### config.mk
export PLATFORM = sky130hd
export DESIGN_NAME = cldc_config_bank
export DESIGN_NICKNAME = d
export VERILOG_FILES = /design/src/common/cldc_pkg.sv /design/src/logic/cldc_step_timer.sv /design/src/logic/cldc_config_bank.sv
export VERILOG_INCLUDE_DIRS = /design/src /design/src/common
export SDC_FILE = /design/constraint.sdc
export NUM_CORES = 2
export LEC_CHECK = 0
export BUFFER_PORTS_ARGS = -buffer_cell sky130_fd_sc_hd__buf_2
export CAP_MARGIN = 15
export CORE_MARGIN = 10
export CORE_UTILIZATION = 58
export CTS_CLUSTER_DIAMETER = 120
export CTS_CLUSTER_SIZE = 20
export DETAILED_ROUTE_END_ITERATION = 8
export PLACE_DENSITY_LB_ADDON = 0.25
export SLEW_MARGIN = 20
export SYNTH_ARGS = -nofsm -noshare
export SYNTH_HDL_FRONTEND = slang
export SYNTH_SLANG_ARGS = --single-unit
### constraint.sdc
create_clock -name sys_clk -period 19.09 [get_ports sys_clk]
set_input_delay 2.8635 -clock sys_clk [delete_from_list [all_inputs] [get_ports sys_clk]]
set_output_delay 2.8635 -clock sys_clk [all_outputs]
set_load 0.05 [all_outputs]
### src/common/cldc_params.svh
`ifndef CLDC_PARAMS_SVH
`define CLDC_PARAMS_SVH

// frame field positions
`define CLDC_RW_BIT 31
`define CLDC_CODE_HI 30
`define CLDC_CODE_LO 27
`define CLDC_CHANNEL_SELECTOR_HI 26
`define CLDC_CHANNEL_SELECTOR_LO 24
// message codes
`define CLDC_CODE_GAIN 4'h2
`define CLDC_CODE_SETPT 4'h3
`define CLDC_CODE_DPER 4'h4
// gain fields
`define CLDC_KP_HI 23
`define CLDC_KP_LO 12
`define CLDC_KI_HI 11
`define CLDC_KI_LO 0
// setpoint frame fields
`define CLDC_HOLD_BIT 23
`define CLDC_STEP_HI 21
`define CLDC_STEP_LO 11
`define CLDC_SETP_HI 10
`define CLDC_SETP_LO 0
// dither period field
`define CLDC_QSTEP_HI 4
`define CLDC_QSTEP_LO 0
// reset values
`define CLDC_GAIN_RST 12'h000
`define CLDC_FIELD11_RST 11'h000
`define CLDC_QSTEP_RST 5'h00
// main period reset values (n divider, m code)
`define CLDC_DIVN_RST 14'h271
`define CLDC_DIVM_RST 2'h0
// dither quarter multiplier
`define CLDC_QUARTERS 7'h04
// last sample index per pwm period for m codes 0, 1 and 2/3
`define CLDC_MLAST_32 10'h01F
`define CLDC_MLAST_64 10'h03F
`define CLDC_MLAST_128 10'h07F

`endif

### src/common/cldc_pkg.sv
package cldc_pkg;
  // frame kinds this bank answers
  typedef enum logic [1:0] {
    CLDC_K_GAIN,
    CLDC_K_SETPT,
    CLDC_K_DPER,
    CLDC_K_NONE
  } cldc_kind_t;
  typedef logic [2:0] cldc_channel_selector_t;
  typedef logic [31:0] cldc_frame_t;
endpackage

### src/logic/cldc_step_timer.sv
`timescale 1ns/1ps
`default_nettype none
`include "cldc_params.svh"
// pwm period tick from n times m clock cycles
module cldc_step_timer
  import cldc_pkg::*;
(
  // clock and reset
  input wire logic sys_clk,
  input wire logic rst,
  // period setting
  input wire logic [13:0] div_n,
  input wire logic [1:0] div_m,
  // one pulse per pwm period
  output logic pwm_tick
);
  logic [13:0] n_cnt_q;
  logic [9:0] m_cnt_q;
  logic [9:0] m_last;
  logic n_wrap;

  // m code to samples per period minus one (current control: 11 -> 128)
  always_comb begin
    case (div_m)
      2'h0: m_last = `CLDC_MLAST_32;
      2'h1: m_last = `CLDC_MLAST_64;
      default: m_last = `CLDC_MLAST_128;
    endcase
  end

  // a zero n is treated as one cycle per sample
  assign n_wrap = (n_cnt_q >= div_n - 14'h0001) || (div_n == 14'h0000);

  // sample spacing counter
  always_ff @(posedge sys_clk or posedge rst) begin
    if (rst) begin
      n_cnt_q <= 14'h0000;
    end else if (n_wrap) begin
      n_cnt_q <= 14'h0000;
    end else begin
      n_cnt_q <= n_cnt_q + 14'h0001;
    end
  end

  // samples per period counter, period is n*m clocks
  always_ff @(posedge sys_clk or posedge rst) begin
    if (rst) begin
      m_cnt_q <= 10'h000;
    end else if (n_wrap) begin
      m_cnt_q <= (m_cnt_q >= m_last) ? 10'h000 : m_cnt_q + 10'h001;
    end
  end

  assign pwm_tick = n_wrap && (m_cnt_q >= m_last);
endmodule
`default_nettype wire

### src/logic/cldc_config_bank.sv
`timescale 1ns/1ps
`default_nettype none
`include "cldc_params.svh"
// What this block does
// - frame top bit write, code 0010, channel
// - store 12-bit proportional gain per channel
// - store 12-bit integral gain per channel
// - setpoint frames use message code 0011
// - hold flag keeps regulating when enable drops
// - 11-bit dither step, zero disables dither
// - 11-bit current setpoint, reset zero
// - amplitude is twice step times quarter count
// - dither period frames use code 0100
// - 5-bit quarter step count, zero disables
// - dither period is four quarter counts
// - dither steps advance once per pwm period
module cldc_config_bank
  import cldc_pkg::*;
#(
  parameter int CHANNELS = 8
)
(
  // clock and reset
  input wire logic sys_clk,
  input wire logic rst,
  // decoded frame from the serial transport
  input wire logic frame_valid,
  input wire logic [31:0] frame_in,
  // response word to the transport
  output logic resp_valid,
  output logic [31:0] resp_out,
  // main period settings from the neighbouring message
  input wire logic [13:0] div_n,
  input wire logic [1:0] div_m,
  // enable pin, raw from outside
  input wire logic enable_pin,
  // per-channel values for the control law
  output logic [CHANNELS*12-1:0] prop_gain_flat,
  output logic [CHANNELS*12-1:0] int_gain_flat,
  output logic [CHANNELS*11-1:0] setpoint_flat,
  output logic [CHANNELS-1:0] channel_selector_active,
  output logic [CHANNELS-1:0] dither_on,
  output logic [CHANNELS*18-1:0] dither_pp_flat,
  output logic [CHANNELS*7-1:0] dither_period_flat,
  output logic pwm_tick
);
  // ****************************************
  // storage
  // ****************************************
  // loop gains, one pair per channel
  logic [11:0] prop_gain_q [CHANNELS];
  logic [11:0] int_gain_q [CHANNELS];
  // current setpoint and dither step per channel
  logic [10:0] setpoint_q [CHANNELS];
  logic [10:0] dstep_q [CHANNELS];
  // keep running while the enable pin is low
  logic hold_q [CHANNELS];
  // dither steps per quarter wave
  logic [4:0] qsteps_q [CHANNELS];
  // enable pin sampling chain and settled level
  logic [2:0] en_sync_q;
  logic enable_q;
  // registered answer to the transport
  logic [31:0] resp_q;
  logic resp_valid_q;

  // ****************************************
  // frame decode
  // ****************************************
  // header fields of the frame in flight
  logic [3:0] code;
  logic [2:0] channel_selector;
  logic is_write;
  cldc_kind_t kind;

  assign code = frame_in[`CLDC_CODE_HI:`CLDC_CODE_LO];
  assign channel_selector = frame_in[`CLDC_CHANNEL_SELECTOR_HI:`CLDC_CHANNEL_SELECTOR_LO];
  assign is_write = frame_in[`CLDC_RW_BIT];

  // message code to frame kind
  function automatic cldc_kind_t decode_kind(input logic [3:0] c);
    case (c)
      `CLDC_CODE_GAIN: decode_kind = CLDC_K_GAIN;
      `CLDC_CODE_SETPT: decode_kind = CLDC_K_SETPT;
      `CLDC_CODE_DPER: decode_kind = CLDC_K_DPER;
      default: decode_kind = CLDC_K_NONE;
    endcase
  endfunction

  // unknown codes decode to none and store nothing
  assign kind = decode_kind(code);

  // ****************************************
  // register writes
  // ****************************************
  // gain registers
  always_ff @(posedge sys_clk or posedge rst) begin
    if (rst) begin
      for (int i = 0; i < CHANNELS; i++) begin
        prop_gain_q[i] <= `CLDC_GAIN_RST;
        int_gain_q[i] <= `CLDC_GAIN_RST;
      end
    end else if (frame_valid && is_write && kind == CLDC_K_GAIN) begin
      prop_gain_q[channel_selector] <= frame_in[`CLDC_KP_HI:`CLDC_KP_LO];
      int_gain_q[channel_selector] <= frame_in[`CLDC_KI_HI:`CLDC_KI_LO];
    end
  end

  // setpoint, dither step and hold flag
  always_ff @(posedge sys_clk or posedge rst) begin
    if (rst) begin
      for (int i = 0; i < CHANNELS; i++) begin
        setpoint_q[i] <= `CLDC_FIELD11_RST;
        dstep_q[i] <= `CLDC_FIELD11_RST;
        hold_q[i] <= 1'b0;
      end
    end else if (frame_valid && is_write && kind == CLDC_K_SETPT) begin
      hold_q[channel_selector] <= frame_in[`CLDC_HOLD_BIT];
      dstep_q[channel_selector] <= frame_in[`CLDC_STEP_HI:`CLDC_STEP_LO];
      setpoint_q[channel_selector] <= frame_in[`CLDC_SETP_HI:`CLDC_SETP_LO];
    end
  end

  // quarter-wave step count
  always_ff @(posedge sys_clk or posedge rst) begin
    if (rst) begin
      for (int i = 0; i < CHANNELS; i++) begin
        qsteps_q[i] <= `CLDC_QSTEP_RST;
      end
    end else if (frame_valid && is_write && kind == CLDC_K_DPER) begin
      qsteps_q[channel_selector] <= frame_in[`CLDC_QSTEP_HI:`CLDC_QSTEP_LO];
    end
  end

  // ****************************************
  // response
  // ****************************************
  // answer built from stored values, registered one cycle after the frame
  // a write lands at the taking edge, so its answer shows the old value
  always_ff @(posedge sys_clk or posedge rst) begin
    if (rst) begin
      resp_q <= 32'h00000000;
      resp_valid_q <= 1'b0;
    end else begin
      resp_valid_q <= frame_valid;
      if (frame_valid) begin
        resp_q <= 32'h00000000; // bit 31 and unused bits zero
        resp_q[`CLDC_CODE_HI:`CLDC_CODE_LO] <= code;
        resp_q[`CLDC_CHANNEL_SELECTOR_HI:`CLDC_CHANNEL_SELECTOR_LO] <= channel_selector;
        case (kind)
          CLDC_K_GAIN: begin
            resp_q[`CLDC_KP_HI:`CLDC_KP_LO] <= prop_gain_q[channel_selector];
            resp_q[`CLDC_KI_HI:`CLDC_KI_LO] <= int_gain_q[channel_selector];
          end
          CLDC_K_SETPT: begin
            resp_q[`CLDC_HOLD_BIT] <= hold_q[channel_selector];
            resp_q[`CLDC_STEP_HI:`CLDC_STEP_LO] <= dstep_q[channel_selector];
            resp_q[`CLDC_SETP_HI:`CLDC_SETP_LO] <= setpoint_q[channel_selector];
          end
          CLDC_K_DPER: begin
            resp_q[`CLDC_QSTEP_HI:`CLDC_QSTEP_LO] <= qsteps_q[channel_selector];
          end
          default: begin
            // unknown code: echo only
          end
        endcase
      end
    end
  end

  // outputs straight from the response flops
  assign resp_out = resp_q;
  assign resp_valid = resp_valid_q;

  // ****************************************
  // enable pin synchroniser
  // ****************************************
  // three stages, level taken once the last two agree
  // a one-cycle glitch on the pin never reaches the channel enables
  always_ff @(posedge sys_clk or posedge rst) begin
    if (rst) begin
      en_sync_q <= 3'h0;
      enable_q <= 1'b0;
    end else begin
      en_sync_q <= {en_sync_q[1:0], enable_pin};
      if (en_sync_q[1] == en_sync_q[2]) begin
        enable_q <= en_sync_q[2];
      end
    end
  end

  // ****************************************
  // derived outputs for the control law
  // ****************************************
  // flatten stored values, channel i at i times the field width
  always_comb begin
    for (int i = 0; i < CHANNELS; i++) begin
      prop_gain_flat[i*12 +: 12] = prop_gain_q[i];
      int_gain_flat[i*12 +: 12] = int_gain_q[i];
      setpoint_flat[i*11 +: 11] = setpoint_q[i];
      channel_selector_active[i] = enable_q || hold_q[i];
      // zero step or zero count turns dither off
      dither_on[i] = (dstep_q[i] != 11'h000) && (qsteps_q[i] != 5'h00);
      // 2*step*count, lsb is 2^-13 of full scale
      // widen both factors first, an 11-bit product would wrap
      dither_pp_flat[i*18 +: 18] = {17'(dstep_q[i]) * 17'(qsteps_q[i]), 1'b0};
      // period in pwm periods
      dither_period_flat[i*7 +: 7] = {2'h0, qsteps_q[i]} * `CLDC_QUARTERS;
    end
  end

  // pwm period tick paces one dither step per period
  cldc_step_timer u_timer (
    .sys_clk(sys_clk),
    .rst(rst),
    .div_n(div_n),
    .div_m(div_m),
    .pwm_tick(pwm_tick)
  );
endmodule
`default_nettype wire

### Yosys cells after proc, flatten, opt, wreduce, memory -nomap -nowiden

Cells that the tools add are included.

| storage, ports and cells | value |
|---|---|
| register bits after elaboration | 476 |
| word-level logic and storage cells | 159 |

| operators by class | value |
|---|---|
| add/subtract/negate cells | 3 |
| $mul | 8 |
| order comparisons | 4 |
| eq/ne operators | 7 |
| muxes and demuxes | 40 |
| bitwise gates (word level) | 1 |
| reduce and logical (&&, ||, !) cells | 42 |

Operators by type and width:

| operator | number |
|---|---|
| $bwmux W96 | 2 |
| $bwmux W88 | 2 |
| $mul A11 B5 Y16 | 8 |
| $reduce_bool A11 Y1 | 8 |
| $bmux W12 S3 | 2 |
| $bmux W11 S3 | 2 |
| $mux W12 | 5 |
| $mux W11 | 5 |
| $bwmux W40 | 1 |
| $reduce_bool A5 Y1 | 8 |
| $demux W12 S3 | 1 |
| $pmux W17 S2 | 1 |
| $demux W11 S3 | 1 |
| $bmux W5 S3 | 1 |
| $demux W5 S3 | 1 |
| $mux W5 | 3 |
| $pmux W5 S3 | 1 |
| $add A14 B1 Y14 const B | 1 |
| $ge A14 B14 Y1 | 1 |
| $logic_and A1 B1 Y1 | 14 |
| $logic_not A14 Y1 | 1 |
| $mux W14 | 1 |
| $pmux W7 S2 | 1 |
| $sub A14 B1 Y14 const B | 1 |
| other kinds (19) | 33 |

### Depth between registers and ports, before layout

| depth | value |
|---|---|
| depth in word-level cells | 6 |
| mapped depth | 15 |
| gate-level depth less buffers | 14 |

### Cells and area by module

A second synthesis with hierarchy kept.

| unflattened totals | value |
|---|---|
| cells, all modules | 3,390 |
| area, all modules | 36,144.7 um^2 |

By module, submodules not included:

| module | instances | cells an instance | area an instance (um^2) | sequential area each (um^2) |
|---|---|---|---|---|
| cldc_config_bank | 1 | 3,208 | 34,418.0 | 11,310.8 |
| cldc_step_timer | 1 | 182 | 1,726.7 | 600.6 |

### Worst setup path after synthesis

Ideal clock, no wire load.

| timing | value |
|---|---|
| kind | input to output |
| start point | input div_n[2] |
| end point | output pwm_tick |
| arrival time | 5,394 ps |
| required time | 16,226 ps |
| setup slack | 10,832 ps |
| cell stages on the path | 12 |
| path buffers | 0 |
| cells stage by stage | or4_4 > nor4_4 > nand2_2 > nor4_1 > xnor2_1 > ha_1 > a21oi_1 > nand2_1 > a211oi_1 > o31a_1 > nand2_1 > and2_1 |

| between the ends | value |
|---|---|
| longest elaborated chain between the ends | 4 |
| elaborated cells between the ends (all ways) | 5 |
| classes of those cells | add/sub (1); order compare (1); reduce/logical (3) |

RTL lines:

| what | line | text |
|---|---|---|
| start: declaration | cldc_config_bank.sv:33 | `input wire logic [13:0] div_n,` |
| $sub A14 B1 Y14 | cldc_step_timer.sv:32 | `assign n_wrap = (n_cnt_q >= div_n - 14'h0001) \|\| (div_n == 14'h0000);` |
| $ge A14 B14 Y1 | cldc_step_timer.sv:32 |  |
| $logic_or A1 B1 Y1 (*) | cldc_step_timer.sv:32 |  |
| $logic_and A1 B1 Y1 (*) | cldc_step_timer.sv:54 | `assign pwm_tick = n_wrap && (m_cnt_q >= m_last);` |
| end: declaration | cldc_config_bank.sv:45 | `output logic pwm_tick` |

Every way passes the cells marked *; elsewhere a longest branch is shown, timed or not.

### Worst setup path in the final report

Same ends and word-level chain as after synthesis.

==> results.json <==
{
  "pre_cts_ws_ns": 9.85,
  "syn_area_um2": 35100,
  "gp_congestion": 0.925,
  "via_per_inst": 6.22,
  "drive_above_1_share_pct": 29.1,
  "synth_ff_type": "dfrtp_1",
  "ys_types": 82,
  "tritoncts": "yes",
  "worstSkewPairLatency_ns": 0.60,
  "grt-ovfl-total": 0,
  "place.port_buffers": 548,
  "grt_max_degree": 131,
  "start_util_pct": 58.4,
  "drt_iter0_drc": 2599,
  "fmax_ghz": 0.108,
  "grt_usage_pct": 33.7,
  "die_h_um": 266,
  "rsz0062_at_grt": "false",
  "power.total_w": 0.00224,
  "finalNetCount": 4282,
  "end_kind": "primary output",
  "required_ns": 16.23,
  "p_per_area_nw_per_um2": 57.1,
  "drc_errors": 0,
  "core_um2": 60100,
  "dp_cells": 4554,
  "cp.arrival_ns": 6.40,
  "synth-async-reset-ratio_pct": 100,
  "whs_ns": 0.376,
  "min_path_type": "reg2reg",
  "cts_root_buffer": "clkbuf_16",
  "grt_pass1_vias": 28800,
  "synth_edf_count": 0,
  "p_leak_nw": 21.3,
  "maxCapViolations": 0,
  "period_share_pct": 48.5,
  "layout_setup_ws_ns": 9.83,
  "yosys_warnings": 0,
  "htreeDepth": 1,
  "finalNonFillerCells": 4586,
  "finClkSkew_ns": 0.0165,
  "synth_top_cell_area_share_pct": 33.9,
  "area_delta_synth_final_pct": 11.6,
  "report.final.slew_viol_count": 0,
  "tightest_slew_ns": 1.24,
  "finalSetupTns_ns": 0,
  "start_kind": "input pin",
  "drtPass1Iterations": 6,
  "antenna_found_initial": 8,
  "clock-sinks": 476,
  "syn_area_per_cell_um2": 10.5,
  "io_pins": 582,
  "ys_ff_latch": 476,
  "hold_viol_final": 0,
  "die_w_um": 266,
  "path_class": "in2out",
  "wire_per_inst_um": 26.5,
  "die_area_um2": 70800,
  "ir_drop_uv": 82.2,
  "numCtsBuffers": 27,
  "cts.reportedPaths.clkPinSlew_ns": 0.08,
  "fin_crit_ns": 9.26,
  "post_cts_resized": 0,
  "syn_inst": 3350,
  "routed_wl_um": 122000,
  "synthTopCellsByArea": "dfrtp_1, mux2_2, fa_1",
  "rows": 90,
  "yosysSeqAreaShare_pct": 33.9,
  "postCtsHoldBufs": 0,
  "clock_path_buffers": 3,
  "drtAntennaViolNets": 0,
  "crit_fanout": 16,
  "cts_setup_buffers": 0,
  "outcome": "complete, no violations",
  "synth_largest_area_cell": "dfrtp_1",
  "grt_pass1_wl_um": 183000,
  "finalSetupViolCount": 0,
  "fill_cells": 4939,
  "relSlewSlack_pct": 17.3,
  "dpl.hpwl_um": 91900,
  "vias": 28500
}
-- path summary, 6_finish.rpt --
path                                                   start  cells after the start                              to  slack, ns
worst max-delay path                                div_n[2]                     14                        pwm_tick       9.83
worst min-delay path                  en_sync_q[0]$_DFF_PP0_                      0          en_sync_q[1]$_DFF_PP0_       0.38
worst max register to register  u_timer.n_cnt_q[9]$_DFF_PP0_                      7  u_timer.m_cnt_q[5]$_DFFE_PP0N_      16.50
worst min register to register        en_sync_q[0]$_DFF_PP0_                      0          en_sync_q[1]$_DFF_PP0_       0.38
max in group asynchronous                                rst                      4   setpoint_flat[45]$_DFFE_PP0P_      14.45
min in group asynchronous                                rst                      2   u_timer.n_cnt_q[11]$_DFF_PP0_       2.42
-- sequential cells by signal (all words and copies together) (netlist names) --
register / count
dstep_q: 88
en_sync_q: 3
u_timer.m_cnt_q: 10
resp_valid: 1
qsteps_q: 40
int_gain_flat: 96
resp_out: 31
hold_q: 8
u_timer.n_cnt_q: 14
enable_q: 1
prop_gain_flat: 96
setpoint_flat: 88
-- layout make-up --
type                    instances  area (µm²)  share of cell area, %
well taps                     782         978                   2.50
multi-input cells            2409       21400                   54.5
inverters                     305        1150                   2.94
diodes                          1        2.50                0.00639
flip-flops and latches        476       11900                   30.4
clock buffers                  27         676                   1.73
repair buffers                584        3050                   7.78
clock inverters                 2        38.8                 0.0991
-- synth_stat cells (69+ instances only) --
cell	number
inv_1	304
nand2_1	210
mux2_2	438
a22oi_1	88
fa_1	216
ha_1	211
and2_1	297
a21oi_1	92
xnor2_1	69
dfrtp_1	476
clkbuf_1	107
o21ai_0	83
nor2_1	144
-- per-stage QoR --
step / cell area [µm²] / utilization (%)
CTS: 39100 / 65.0
detailed placement: 38400 / 63.8
global route: 39200 / 65.1
floorplan: 35200 / -
global placement: 38400 / 63.8
finish: 39200 / 65.1
-- layout by cell type, fill, tap and decap left out, types with 92 or more instances in the layout --
master,count
inv_1,303
buf_2,548
dfrtp_1,476
ha_1,211
mux2_2,438
fa_1,216
a21oi_1,92
nor2_1,123
nand2_1,210
and2_1,297
-- worst max-delay path, stage by stage --
cell and delay [ns]:
buf_2 0.13, or4_4 0.55, nor4_4 0.17, nand2_2 0.10, nor4_1 0.24, xnor2_1 0.17
ha_1 0.28, a21oi_1 0.14, nand2_1 0.07, a211oi_1 0.23, o31a_1 0.48, nand2_1 0.46
and2_1 0.28, buf_2 0.21
-- where the power goes --
part / leakage (nW) / internal, W / total [W] / switching (W)
Sequential: 6.52 / 0.00106 / 0.00115 / 0.0000905
Clock: 0.351 / 0.000266 / 0.000603 / 0.000337
Combinational: 14.5 / 0.000129 / 0.000479 / 0.000351
-- per-layer routing --
metal,global-route usage [%],vias to the layer above,part of all wire [%],routed length (µm)
met2,54.6,1390,47,57400
li1,-,12400,-,-
met4,16.0,8,5.2,6380
met5,0,-,0.047,57
met1,41.0,14400,37,44900
met3,9.90,327,11,12900
-- logic make-up after synthesis --
family | count (synthesis) | share of synthesized area [%]
other | 1 | 0.0107
xor gates and xnor gates | 101 | 2.52
AOI/OAI and AO/OA | 541 | 10.6
adders and majority gates | 428 | 19.9
buffers and inverters | 497 | 5.89
muxes | 458 | 14.7
and+or+nand+nor | 848 | 12.5
DFF | 476 | 33.9
No activity file was read; power rests on OpenSTA's default activity.
